## src/legacy_route_pkg.sv

```systemverilog
package legacy_route_pkg;
  // Bit positions in the low byte of the configuration word.
  localparam int MONO_PRESENT_BIT = 5;
  localparam int GFX_MODE_BIT     = 3;
  localparam int QUEUE_DEPTH_BIT  = 2;
  localparam int FREQ_MSB         = 1;
  localparam int FREQ_LSB         = 0;
  localparam logic [7:0] CFG_RESET = 8'h00;

  // Monochrome adapter memory window.
  localparam logic [31:0] MONO_MEM_LO = 32'h000B0000;
  localparam logic [31:0] MONO_MEM_HI = 32'h000B7FFF;

  // Monochrome adapter I/O locations, compared on A[9:0] only.
  localparam logic [9:0] MONO_IO_3B4 = 10'h3B4;
  localparam logic [9:0] MONO_IO_3B5 = 10'h3B5;
  localparam logic [9:0] MONO_IO_3B8 = 10'h3B8;
  localparam logic [9:0] MONO_IO_3B9 = 10'h3B9;
  localparam logic [9:0] MONO_IO_3BA = 10'h3BA;
  localparam logic [9:0] MONO_IO_3BF = 10'h3BF;
  localparam logic [9:0] PORT_3BC    = 10'h3BC;

  // VGA compatible ranges.
  localparam logic [31:0] VGA_MEM_LO = 32'h000A0000;
  localparam logic [31:0] VGA_MEM_HI = 32'h000BFFFF;
  localparam logic [9:0]  VGA_IO_LO  = 10'h3B0;
  localparam logic [9:0]  VGA_IO_HI  = 10'h3DF;

  // In-order queue depths selected by the strap.
  localparam logic [3:0] QUEUE_DEPTH_SHALLOW = 4'h1;
  localparam logic [3:0] QUEUE_DEPTH_DEEP    = 4'hC;

  // Front bus frequency codes.
  typedef enum logic [1:0] {
    FREQ_100_400 = 2'h0,
    FREQ_133_533 = 2'h1,
    FREQ_200_800 = 2'h2,
    FREQ_RESERVED = 2'h3
  } bus_freq_type;

  // Destination of a routed access.
  typedef enum logic [1:0] {
    DEST_NONE,
    DEST_HUB,
    DEST_GRAPHICS
  } dest_type;
endpackage

```

## src/legacy_route_and_strap_bits.sv

```systemverilog
`timescale 1ns/1ps
// Contract
// - Writable bit 5 marks monochrome adapter present.
// - VGA clear: 3BC-3BF decoded as ordinary I/O.
// - Memory B0000-B7FFF is monochrome adapter memory.
// - Listed I/O ports match, A[15:10] ignored.
// - Any touch of monochrome port goes hub, except in VGA only and at 3BF with VGA clear.
// - Both clear: legacy references go hub, except 3BC-3BF.
// - VGA only: VGA to bridge, 3BF hub.
// - Both set: VGA graphics, monochrome hub.
// - Bit 3 mirrors graphics port strap.
// - Bit 2 selects queue depth 1 or 12.
// - Bits 1:0 latch bus speed straps.
// - Frequency codes 100/400, 133/533, 200/800, reserved.
module legacy_route_and_strap_bits (
  input  wire logic        clk_sys,
  input  wire logic        rst,
  input  wire logic        cfg_write,
  input  wire logic [7:0]  cfg_wdata,
  output logic      [7:0]  cfg_rdata,
  input  wire logic        power_good,
  input  wire logic        graphics_port_strap,
  input  wire logic        host_addr7_strap_pin,
  input  wire logic [1:0]  bus_speed_select_pins,
  input  wire logic        vga_enable,
  input  wire logic        isa_enable,
  input  wire logic [15:0] io_window_base,
  input  wire logic [15:0] io_window_limit,
  input  wire logic        req_valid,
  input  wire logic        req_is_io,
  input  wire logic [31:0] req_addr,
  input  wire logic [3:0]  req_byte_en,
  output logic      [1:0]  route_dest_r,
  output logic             route_valid_r,
  output logic      [3:0]  inorder_queue_depth,
  output logic      [1:0]  front_bus_freq_select,
  output logic             illegal_combination
);
  logic       mono_adapter_present_r;
  logic       mono_adapter_present_nxt;
  logic [3:0] strap_r;
  logic [1:0] route_dest_nxt;
  logic       route_valid_nxt;
  logic       io_mono_hit;
  logic       io_vga_hit;
  logic       io_3bf_hit;
  logic       io_3bc_range;
  logic       io_in_window;
  logic       mem_mono_hit;
  logic       mem_vga_hit;
  logic       legacy_hit;
  logic       mono_hit;

  // True when a 10-bit I/O address, aliases folded away, is a monochrome port.
  function automatic logic is_mono_port(input logic [9:0] a);
    is_mono_port = (a == legacy_route_pkg::MONO_IO_3B4) || (a == legacy_route_pkg::MONO_IO_3B5) ||
                   (a == legacy_route_pkg::MONO_IO_3B8) || (a == legacy_route_pkg::MONO_IO_3B9) ||
                   (a == legacy_route_pkg::MONO_IO_3BA) || (a == legacy_route_pkg::MONO_IO_3BF);
  endfunction

  // Byte address of one enabled lane of a dword I/O reference, A[15:10] dropped.
  function automatic logic [9:0] lane_addr(input logic [31:0] a, input int lane);
    lane_addr = {a[9:2], 2'(lane)};
  endfunction

  // Straps are latched once per power-good rise and never written by software.
  strap_capture #(.WIDTH(4)) u_straps (
    .clk_sys    (clk_sys),
    .rst        (rst),
    .power_good (power_good),
    .strap_in   ({graphics_port_strap, host_addr7_strap_pin, bus_speed_select_pins}),
    .strap_r    (strap_r)
  );

  // Configuration byte: only the present bit takes writes; strap bits come from latches.
  always_comb begin
    mono_adapter_present_nxt = mono_adapter_present_r;
    if (cfg_write) begin
      mono_adapter_present_nxt = cfg_wdata[legacy_route_pkg::MONO_PRESENT_BIT];
    end
  end

  // Read view of the configuration byte; unused bits read as zero.
  always_comb begin
    cfg_rdata = legacy_route_pkg::CFG_RESET;
    cfg_rdata[legacy_route_pkg::MONO_PRESENT_BIT] = mono_adapter_present_r;
    cfg_rdata[legacy_route_pkg::GFX_MODE_BIT]     = strap_r[3];
    cfg_rdata[legacy_route_pkg::QUEUE_DEPTH_BIT]  = strap_r[2];
    cfg_rdata[legacy_route_pkg::FREQ_MSB:legacy_route_pkg::FREQ_LSB] = strap_r[1:0];
  end

  // Decoded strap meanings offered to the bus and hub logic.
  assign inorder_queue_depth = strap_r[2] ? legacy_route_pkg::QUEUE_DEPTH_DEEP
                                          : legacy_route_pkg::QUEUE_DEPTH_SHALLOW;
  assign front_bus_freq_select = strap_r[1:0];
  // Flagged rather than corrected; software is expected never to set it.
  assign illegal_combination = mono_adapter_present_r && !vga_enable;

  // Address decode; every enabled byte lane is checked so a wide reference cannot slip past.
  always_comb begin
    io_mono_hit = 1'b0;
    io_vga_hit  = 1'b0;
    io_3bf_hit  = 1'b0;
    for (int lane = 0; lane < 4; lane++) begin
      if (req_byte_en[lane]) begin
        if (is_mono_port(lane_addr(req_addr, lane))) begin
          io_mono_hit = 1'b1;
        end
        if (lane_addr(req_addr, lane) == legacy_route_pkg::MONO_IO_3BF) begin
          io_3bf_hit = 1'b1;
        end
        if ((lane_addr(req_addr, lane) >= legacy_route_pkg::VGA_IO_LO) &&
            (lane_addr(req_addr, lane) <= legacy_route_pkg::VGA_IO_HI) &&
            !is_mono_port(lane_addr(req_addr, lane))) begin
          io_vga_hit = 1'b1;
        end
      end
    end
  end

  assign io_3bc_range = (req_addr[9:2] == legacy_route_pkg::PORT_3BC[9:2]);
  assign io_in_window = (req_addr[15:0] >= io_window_base) && (req_addr[15:0] <= io_window_limit);
  assign mem_mono_hit = (req_addr >= legacy_route_pkg::MONO_MEM_LO) &&
                        (req_addr <= legacy_route_pkg::MONO_MEM_HI);
  assign mem_vga_hit  = (req_addr >= legacy_route_pkg::VGA_MEM_LO) &&
                        (req_addr <= legacy_route_pkg::VGA_MEM_HI);
  assign legacy_hit   = req_is_io ? (io_mono_hit || io_vga_hit) : mem_vga_hit;
  assign mono_hit     = req_is_io ? io_mono_hit : mem_mono_hit;

  // Routing decision, registered one cycle after the request.
  always_comb begin
    route_valid_nxt = req_valid;
    route_dest_nxt  = legacy_route_pkg::DEST_NONE;
    if (req_valid) begin
      if (!vga_enable && req_is_io && io_3bc_range) begin
        route_dest_nxt = (io_in_window && !isa_enable) ? legacy_route_pkg::DEST_GRAPHICS
                                                       : legacy_route_pkg::DEST_HUB;
      end else if (legacy_hit && !vga_enable) begin
        route_dest_nxt = legacy_route_pkg::DEST_HUB;
      end else if (legacy_hit && !mono_adapter_present_r) begin
        route_dest_nxt = (req_is_io && io_3bf_hit) ? legacy_route_pkg::DEST_HUB
                                                   : legacy_route_pkg::DEST_GRAPHICS;
      end else if (legacy_hit) begin
        route_dest_nxt = mono_hit ? legacy_route_pkg::DEST_HUB
                                  : legacy_route_pkg::DEST_GRAPHICS;
      end else if (req_is_io) begin
        route_dest_nxt = (io_in_window && !isa_enable) ? legacy_route_pkg::DEST_GRAPHICS
                                                       : legacy_route_pkg::DEST_HUB;
      end else begin
        route_dest_nxt = legacy_route_pkg::DEST_HUB;
      end
    end
  end

  // State registers.
  always_ff @(posedge clk_sys or posedge rst) begin
    if (rst) begin
      mono_adapter_present_r <= 1'b0;
      route_dest_r           <= legacy_route_pkg::DEST_NONE;
      route_valid_r          <= 1'b0;
    end else begin
      mono_adapter_present_r <= mono_adapter_present_nxt;
      route_dest_r           <= route_dest_nxt;
      route_valid_r          <= route_valid_nxt;
    end
  end
endmodule

```

## src/strap_capture.sv

```systemverilog
`timescale 1ns/1ps
// Latches strap pins on the rising edge of power good; holds them otherwise.
module strap_capture #(
  parameter int WIDTH = 4
) (
  input  wire logic             clk_sys,
  input  wire logic             rst,
  input  wire logic             power_good,
  input  wire logic [WIDTH-1:0] strap_in,
  output logic      [WIDTH-1:0] strap_r
);
  logic             power_good_d_r;
  logic             power_good_d_nxt;
  logic [WIDTH-1:0] strap_nxt;

  // Capture only on a low-to-high transition so software and later pin motion cannot disturb it.
  always_comb begin
    power_good_d_nxt = power_good;
    strap_nxt        = strap_r;
    if (power_good && !power_good_d_r) begin
      strap_nxt = strap_in;
    end
  end

  // Registers reset to zero; the strap value itself is only ever taken by the clock.
  always_ff @(posedge clk_sys or posedge rst) begin
    if (rst) begin
      power_good_d_r <= 1'b0;
      strap_r        <= '0;
    end else begin
      power_good_d_r <= power_good_d_nxt;
      strap_r        <= strap_nxt;
    end
  end
endmodule
```

## config.mk

```make
export PLATFORM = sky130hd
export DESIGN_NAME = legacy_route_and_strap_bits
export DESIGN_NICKNAME = d
export VERILOG_FILES = /design/src/legacy_route_pkg.sv /design/src/legacy_route_and_strap_bits.sv /design/src/strap_capture.sv
export SDC_FILE = /design/constraint.sdc
export NUM_CORES = 1
export LEC_CHECK = 0
export ABC_AREA = 0
export BUFFER_PORTS_ARGS = -buffer_cell sky130_fd_sc_hd__buf_2
export CORE_ASPECT_RATIO = 0.6
export CORE_UTILIZATION = 44
export DETAILED_ROUTE_END_ITERATION = 10
export PLACE_DENSITY_LB_ADDON = 0.15
export RECOVER_POWER = 100
export SYNTH_ARGS = -nofsm -noshare
export SYNTH_HDL_FRONTEND = slang
export SYNTH_SLANG_ARGS = --single-unit
```

## constraint.sdc

```tcl
create_clock -name clk_sys -period 3.5 [get_ports clk_sys]
set_clock_uncertainty 0.15 [all_clocks]
set_input_delay 0.175 -clock clk_sys [delete_from_list [all_inputs] [get_ports clk_sys]]
set_output_delay 0.175 -clock clk_sys [all_outputs]
set_load 0.03 [all_outputs]
```

==> flow_metrics.env, run 1 <==
export IMPL_final_setup_tns_ps=0
export IMPL_num_io_pins=106
export IMPL_grt_max_degree=10
export IMPL_min_to="u_straps.strap_r[2]"
export IMPL_diodes=0
export IMPL_hold_path_class="in -> reg"
export IMPL_power_leakage_nw=1.084
export IMPL_dr_pass1_iters=4
export IMPL_peakVddDrop_uv=190.2
export IMPL_drive_gt1_share_pct=31.62
export IMPL_synth_compound_gate_area_share_pct=18.40
export IMPL_wl_um=3430
export IMPL_synth_adder_area_share_pct=28.73
export IMPL_synth_simple_gate_area_share_pct=18.40
export IMPL_holdPathStages=3
export IMPL_die_w_um=74.66
export IMPL_cts_resized=0
export IMPL_yosysSeqAreaShare_pct=16.16
export IMPL_arrival_ps=2030
export IMPL_yosys_register_bits=9
export IMPL_drv_slew=0
export IMPL_std_cell_rows=15
export IMPL_synth_top_area_share_pct=28.73
export IMPL_r2r_end="route_dest_r[0]"
export IMPL_cts_max_level=1
export IMPL_initialDrtViolationCount=30
export IMPL_post_drt_via_cell_ratio=4.920
export IMPL_overflow=0
export IMPL_r2r_start="mono_adapter_present_r"
export IMPL_fin_util_pct=65.01
export IMPL_dp_hpwl_um=3014
export IMPL_clock_sinks=9
export IMPL_io_buffers=94
export IMPL_hold_violations=1
export IMPL_drt_wirelength_per_cell_um=10.92
export IMPL_die_area_um2=3404
export IMPL_synth_top_family_by_area="adder cells"
export IMPL_ant_nets=0
export IMPL_timing_final_setup_violations=0
export IMPL_synth_top_flop_cell="dfrtp_1"
export IMPL_drc=0
export IMPL_fmax_ghz=0.4851
export IMPL_placed_cell_area_um2=1861
export IMPL_path_clk_slew_ps=50
export IMPL_synth_common_cells="36 x inv_1, 32 x ha_1, 13 x a21oi_1"
export IMPL_p_per_area_nw_per_um2=237.9
export IMPL_cts_tree="yes"
export IMPL_required_ps=3470
export IMPL_worst_r2r_setup_slack_ps=2040
export IMPL_rsz0062_at_grt="false"
export IMPL_grt_pass1_vias=1285
export IMPL_max_slew_margin_pct=59.24
export IMPL_yosysUniqueCellTypes=39
export IMPL_worst_pin_slew_ps=595.9
export IMPL_synthArstFlopShare_pct=100.0
export IMPL_die_h_um=45.60
export IMPL_finalWorstSetupSlack_ps=1439
export IMPL_worstSkewPairLatency_ps=240
export IMPL_vias=1545
export IMPL_layout_nets=393
export IMPL_clockRootBuffer="clkbuf_8"
export IMPL_synthCells=177
export IMPL_grtUsageTotal_pct=20.42
export IMPL_end_kind="register"
export IMPL_cp_max_fo=7
export IMPL_start_util_pct=47.30
export IMPL_antenna_found_initial=0
export IMPL_netlist_area_um2=1394
export IMPL_status="complete, but fails checks"
export IMPL_design_area_um2=1916
export IMPL_min_period_over_period_pct=58.89
export IMPL_core_um2=2947
export IMPL_synth_edff_count=0
export IMPL_syn_avg_cell_area_um2=7.875
export IMPL_synth_top_area_cell="ha_1"
export IMPL_cts_inserted_buffers=3
export IMPL_cts_buffer_depth=2
export IMPL_ys_top_cells_by_area="ha_1 29%, dfrtp_1 16%, inv_1 9.7%"
export IMPL_synthMuxAreaShare_pct=3.232
export IMPL_holdWs_ps=-0.6502
export IMPL_r2r_cells=6
export IMPL_grt_pass1_wl_um=5271
export IMPL_min_delay_start="host_addr7_strap_pin"
export IMPL_place_congestion=0.8314
export IMPL_fin_crit_ps=2061
export IMPL_cp_start_kind="primary input"
export IMPL_nFillCells=279
export IMPL_path_class="in -> reg"
export IMPL_place_ws_ps=1222
export IMPL_synth_most_common_cell="inv_1"
export IMPL_violations="hold timing"
export IMPL_yosysWarnings=0
export IMPL_synth_xor_area_share_pct=0
export IMPL_area_growth_pct=37.43
export IMPL_cap_violations=0
[metal layers]
| layer | GRT usage, % | part of all wire (%) | up-vias |
|---|---|---|---|
| met5 | 0 | 0 | - |
| met4 | 2.264 | 0 | 0 |
| met3 | 4.204 | 7.3 | 0 |
| met2 | 32.61 | 41 | 73 |
| met1 | 29.36 | 52 | 660 |
| li1 | - | - | 812 |
[flip-flops by register name, summed over array words and instances, names as in the netlist]
signal and count:
u_straps.strap_r 4, route_dest_r 2, mono_adapter_present_r 1, route_valid_r 1
u_straps.power_good_d_r 1
[critical path, cell delays in order]
cell,delay [ps]
clkbuf_1,170
ha_1,330
o211ai_1,80
a2111oi_0,460
o21ai_0,170
a2111o_1,400
o221a_1,250
[timing repair]
item | CTS | global route
hold buffers | 3 | 0
endpoints found under the hold margin | 11 | 0
setup buffers | 0 | 0
[area by class of cell]
type                            count  area, um2  area share, %
Multi-Input combinational cell    125      973.4          50.82
Timing Repair Buffer               97      479.2          25.02
Clock inverter                      1      5.005         0.2613
Sequential cell                     9      225.2          11.76
Tap cell                           42      52.55          2.743
Clock buffer                        3      41.29          2.155
Inverter                           37      138.9          7.250
[stage by stage]
stage	power, mW	instances
2_1_floorplan	0.2616	180
3_3_place_gp	0.3322	307
3_5_place_dp	0.3367	307
4_1_cts	0.4634	314
5_1_grt	0.4926	314
6_report	0.4558	314
[worst max-delay path by stage]
stage,startpoint,end,slack (ps),cells after the start
finish,req_addr[2],route_dest_r[0],1440,7
global route,req_addr[2],route_dest_r[1],1260,7
CTS,req_addr[2],route_dest_r[0],1490,7
detailed placement,req_addr[2],route_dest_r[0],1220,7
global placement,req_addr[2],route_dest_r[0],1300,7
floorplan,req_addr[0],route_dest_r[0],1600,7
[power by group]
group	internal, mW	switching (mW)
registers	0.115	0.00666
logic	0.0870	0.125
clock network	0.0779	0.0447
[logic make-up (layout without fill, tap and decap cells)]
| logic type | after synthesis | after routing |
|---|---|---|
| AOI/OAI and AO/OA | 38 | 38 |
| adders and majority gates | 32 | 32 |
| buffers and inverters | 46 | 138 |
| DFF | 9 | 9 |
| muxes | 4 | 4 |
| other | 1 | 4 |
| and+or+nand+nor | 47 | 47 |
[cell usage in the layout (no fill, tap or decap), types with 2 or more instances in the layout]
cell           count
o21ai_0            4
o211ai_1           2
conb_1             4
nor3_1             2
nand4_1            8
dfrtp_1            9
nand2b_1           2
clkbuf_1          17
clkbuf_8           3
nand2_1            9
a21o_1             2
a211oi_1           3
ha_1              32
mux2_2             4
dlygate4sd3_1      3
inv_1             36
nand3_1            6
nor4_1             5
a21oi_1           13
nor2_1             6
a2111oi_0          2
nor2b_1            3
buf_2             77
(Power assumes the default switching activity.)
==> run 2: changes to the inputs <==
Settings changed: CORE_UTILIZATION 44 to 41.
Clock period 3.5 ns to 2 ns, I/O delays scaled along.
==> run 2 against run 1 <==
The run now ends clean. Non-clock buffer count is 20 higher. Clock power is 69% higher. First-iteration DRC count is 110% higher. Sequential power is 76% higher. Cell area is 8.8% higher. Critical path type unchanged. Worst hold slack better by 47 ps. Sequential share of layout area is 0.95 points lower. Via count is 3.9% higher. Highest routed layer unchanged. Power is 82% higher. Die area is 7.1% higher. Largest cell class unchanged.
==> flow_metrics.env, run 2 (same netlist as run 1, synthesis figures left out) <==
export IMPL_ant_nets=0
export IMPL_die_w_um=77.27
export IMPL_worstSkewPairLatency_ps=230
export IMPL_cp_start_kind="primary input"
export IMPL_path_class="in -> reg"
export IMPL_grt_pass1_wl_um=5954
export IMPL_area_growth_pct=49.55
export IMPL_grtUsageTotal_pct=20.84
export IMPL_die_h_um=47.17
export IMPL_cts_max_level=1
export IMPL_cts_buffer_depth=2
export IMPL_path_clk_slew_ps=40
export IMPL_cts_inserted_buffers=3
export IMPL_drive_gt1_share_pct=33.90
export IMPL_die_area_um2=3644
export IMPL_design_area_um2=2085
export IMPL_vias=1606
export IMPL_r2r_end="mono_adapter_present_r"
export IMPL_fmax_ghz=0.5418
export IMPL_grt_max_degree=10
export IMPL_end_kind="register"
export IMPL_overflow=0
export IMPL_clock_sinks=9
export IMPL_cts_tree="yes"
export IMPL_core_um2=3040
export IMPL_grt_pass1_vias=1377
export IMPL_num_io_pins=106
export IMPL_timing_final_setup_violations=0
export IMPL_required_ps=1960
export IMPL_hold_path_class="in -> reg"
export IMPL_placed_cell_area_um2=1958
export IMPL_fin_crit_ps=1846
export IMPL_min_period_over_period_pct=92.28
export IMPL_arrival_ps=1810
export IMPL_top_register="u_straps.strap_r"
export IMPL_antenna_found_initial=0
export IMPL_cts_setup_buffers=0
export IMPL_dp_hpwl_um=3241
export IMPL_r2r_start="mono_adapter_present_r"
export IMPL_diodes=0
export IMPL_place_congestion=0.7698
export IMPL_largest_register_ffs=4
export IMPL_worst_r2r_setup_slack_ps=500
export IMPL_drv_slew=0
export IMPL_initialDrtViolationCount=62
export IMPL_p_per_area_nw_per_um2=398.5
export IMPL_p_total_uw=830.7
export IMPL_start_util_pct=45.84
export IMPL_crit_path_start="req_addr[2]"
export IMPL_reg_top3="u_straps.strap_r (4), route_dest_r (2)"
export IMPL_dr_pass1_iters=4
export IMPL_clockRootBuffer="clkbuf_8"
export IMPL_status="complete, no violations"
export IMPL_nFillCells=273
export IMPL_cp_max_fo=3
export IMPL_drt_wirelength_per_cell_um=11.31
export IMPL_io_buffers=94
export IMPL_post_drt_via_cell_ratio=4.808
export IMPL_layout_commonest_cell="buf_2"
export IMPL_cap_violations=0
export IMPL_final_cell_mix="78 x buf_2, 36 x inv_1, 32 x ha_1"
export IMPL_drc=0
export IMPL_power_leakage_nw=1.175
export IMPL_r2r_cells=2
export IMPL_crit_end="route_dest_r[0]"
export IMPL_peakVddDrop_uv=293.8
export IMPL_std_cell_rows=15
export IMPL_layout_nets=413
export IMPL_wl_um=3777
export IMPL_hold_violations=0
export IMPL_rsz0062_at_grt="false"
==> run 2: cell count changes in the layout (fill, tap and decap cells not counted), sizes merged <==
cell         before  now
clkinv            2    1
dlygate4sd3       3   10
buf              77   91
==> run 2: cell type report <==
class / count / area (um2) / share of cell area (%)
Clock buffer: 4 / 45.04 / 2.161
Sequential cell: 9 / 225.2 / 10.80
Tap cell: 42 / 52.55 / 2.521
Timing Repair Buffer: 117 / 648.1 / 31.09
Multi-Input combinational cell: 125 / 974.7 / 46.76
Inverter: 37 / 138.9 / 6.663
==> run 2: metal layers <==
layer,global-route usage (%),vias to the layer above,part of all wire [%]
met5,0,-,0
met4,2.264,0,0
met3,3.689,0,9.0
met2,35.93,65,42
met1,28.77,690,49
li1,-,851,-
==> run 2: power breakdown <==
group | internal (mW) | switching (mW)
clock network | 0.139 | 0.0698
logic | 0.180 | 0.229
registers | 0.201 | 0.0122
==> run 2: worst max-delay path, stage by stage <==
cell       delay [ps]
buf_2             120
ha_1              290
o211ai_1           90
a2111oi_1         400
o21ai_0           160
a2111o_1          400
o221a_1           250
==> run 2: repair_timing <==
| item | CTS | global route |
|---|---|---|
| endpoints found under the setup margin | 0 | 1 |
| hold buffers | 10 | 0 |
| hold endpoints to repair | 18 | 0 |
| gates resized for setup | 0 | 1 |
==> run 2: worst min path at each step <==
stage	startpoint	to	slack (ps)	cells after the start
5_1_grt	isa_enable	route_dest_r[1]	50	3
3_3_place_gp	rst	route_valid_r	-80	2
2_1_floorplan	rst	mono_adapter_present_r	-220	1
3_5_place_dp	rst	route_valid_r	-70	2
4_1_cts	isa_enable	route_dest_r[1]	40	3
6_report	isa_enable	route_dest_r[1]	50	3
==> run 2: per-stage QoR <==
step                setup slack (ps)  TNS, ps  cells  hold WS (ps)  utilization [%]
global route                   18.23        0    334         47.93            68.56
detailed placement            -90.84   -139.7    320        -73.00            64.40
global placement              -54.45   -69.84    320        -76.62            64.40
CTS                            138.3        0    334         35.18            69.18
finish                         154.4        0    334         46.59            68.56
floorplan                      170.6        0    180        -222.1                -
==> run 3: changes to the inputs <==
Settings changed: CORE_UTILIZATION 41 to 40, TNS_END_PERCENT from default to 20.
==> run 3 against run 2 <==
Critical path type unchanged. Power rose by 0.11%. Cell count rose by 0.60%. Via count fell by 1.5%. Cell area fell by 0.12%. Sequential power barely moved. Worst hold slack got worse by 24 ps. Setup slack improved by 15 ps.
==> flow_metrics.env, run 3 (same netlist as run 1, synthesis figures left out) <==
export IMPL_status="complete, no violations"
export IMPL_r2r_end="mono_adapter_present_r"
export IMPL_place_congestion=0.8576
export IMPL_layout_commonest_cell="buf_2"
export IMPL_cts_inserted_buffers=3
export IMPL_rsz0062_at_grt="false"
export IMPL_min_delay_start="isa_enable"
export IMPL_p_per_area_nw_per_um2=399.4
export IMPL_path_class="in -> reg"
export IMPL_worst_r2r_setup_slack_ps=500
export IMPL_wl_um=3648
export IMPL_antenna_found_initial=0
export IMPL_start_util_pct=42.45
export IMPL_p_total_uw=831.6
export IMPL_cp_cell_sequence="buf_2 > inv_1 > ha_1 > a21o_1 > nand3_1 > a21oi_1 > a2111oi_0 > buf_4 > a2111o_1 > o221a_1"
export IMPL_cts_tree="yes"
export IMPL_r2r_cells=2
export IMPL_top_register="u_straps.strap_r"
export IMPL_crit_buf_inv=3
export IMPL_fmax_ghz=0.5462
export IMPL_grt_max_degree=10
export IMPL_holdWs_ps=22.89
export IMPL_post_drt_via_cell_ratio=4.708
export IMPL_r2r_start="mono_adapter_present_r"
export IMPL_peakVddDrop_uv=285.8
export IMPL_cp_start_kind="primary input"
export IMPL_die_h_um=47.73
export IMPL_std_cell_rows=16
export IMPL_drive_gt1_share_pct=34.02
export IMPL_final_cell_mix="78 x buf_2, 36 x inv_1, 32 x ha_1"
export IMPL_required_ps=2030
export IMPL_min_to="route_dest_r[1]"
export IMPL_clockRootBuffer="clkbuf_8"
export IMPL_io_buffers=94
export IMPL_end_kind="register"
export IMPL_grt_pass1_vias=1282
export IMPL_ant_nets=0
export IMPL_hold_violations=0
export IMPL_diodes=0
export IMPL_power_leakage_nw=1.173
export IMPL_worst_pin_slew_ps=554.7
export IMPL_cts_buffer_depth=2
export IMPL_cap_violations=0
export IMPL_dr_pass1_iters=4
export IMPL_vias=1582
export IMPL_num_io_pins=106
export IMPL_max_slew_margin_pct=62.06
export IMPL_path_clk_slew_ps=50
export IMPL_cpMaxStageDelayCell="a2111oi_0"
export IMPL_overflow=0
export IMPL_reg_top3="u_straps.strap_r (4), route_dest_r (2)"
export IMPL_min_period_over_period_pct=91.55
export IMPL_slowest_delay_ps=540
export IMPL_holdPathStages=3
export IMPL_die_area_um2=3732
export IMPL_die_w_um=78.21
export IMPL_drt_wirelength_per_cell_um=10.86
export IMPL_timing_final_setup_violations=0
export IMPL_arrival_ps=1860
export IMPL_placed_cells=322
export IMPL_fin_util_pct=63.41
export IMPL_area_growth_pct=49.37
export IMPL_core_um2=3283
export IMPL_layout_nets=412
export IMPL_crit_family="compound AO/OA/AOI/OAI gates"
export IMPL_dp_hpwl_um=3163
export IMPL_grt_pass1_wl_um=5561
export IMPL_grtUsageTotal_pct=19.28
export IMPL_drc=0
export IMPL_drv_slew=0
export IMPL_fin_crit_ps=1831
export IMPL_cp_max_fo=2
export IMPL_worstSkewPairLatency_ps=240
export IMPL_initialDrtViolationCount=33
export IMPL_largest_register_ffs=4
export IMPL_instances_no_fill=336
export IMPL_cts_max_level=1
export IMPL_hold_path_class="in -> reg"
export IMPL_clock_sinks=9
==> run 3: worst max-delay path by stage <==
stage	to	start	depth (start not counted)	slack, ps
2_1_floorplan	route_dest_r[0]	req_addr[0]	7	170
3_5_place_dp	route_dest_r[0]	req_addr[0]	8	-80
6_report	route_dest_r[0]	io_window_base[9]	10	170
4_1_cts	route_dest_r[0]	io_window_base[9]	10	150
3_3_place_gp	route_dest_r[0]	io_window_base[9]	10	-90
5_1_grt	route_dest_r[0]	req_addr[0]	8	60
==> run 3: final cells by class <==
class	count	area, um2
timing repair buffer	116	640.6
multi-input combinational	125	974.7
inverter	37	138.9
sequential	9	225.2
tap	45	56.30
clock buffer	3	41.29
clock inverter	1	5.005
fill	321	1201
==> run 3: where the power goes <==
part	leakage (nW)	internal [mW]	total, mW	switching [mW]
Clock	0.0255	0.136	0.217	0.0801
Combinational	1.04	0.178	0.403	0.225
Sequential	0.108	0.200	0.212	0.0117
Total	1.17	0.515	0.832	0.317
==> run 3: metrics by stage <==
| step | setup TNS [ps] | area (um2) | setup WS [ps] |
|---|---|---|---|
| finish | 0 | 2082 | 169.0 |
| floorplan | 0 | 1405 | 170.6 |
| CTS | 0 | 2101 | 152.1 |
| detailed placement | -124.4 | 1954 | -78.60 |
| global placement | -148.0 | 1954 | -91.90 |
| global route | 0 | 2082 | 60.05 |
==> run 3: worst min-delay path, cell delays in order <==
cell and delay (ps):
buf_2 80, a2111o_1 110, o32ai_1 70
==> run 3: repair_timing <==
action	CTS	global route
resized for setup	0	1
buffers inserted	0	0
endpoints found under the setup margin	0	1
hold buffers	10	0
hold endpoints to repair	18	0
==> run 3: routing by layer <==
metal / GRT usage, % / vias up / share of wire, %
li1: - / 851 / -
met1: 29.30 / 657 / 53
met2: 28.07 / 72 / 39
met3: 4.190 / 2 / 8.0
met4: 2.963 / 0 / 0.25
met5: 0 / - / 0
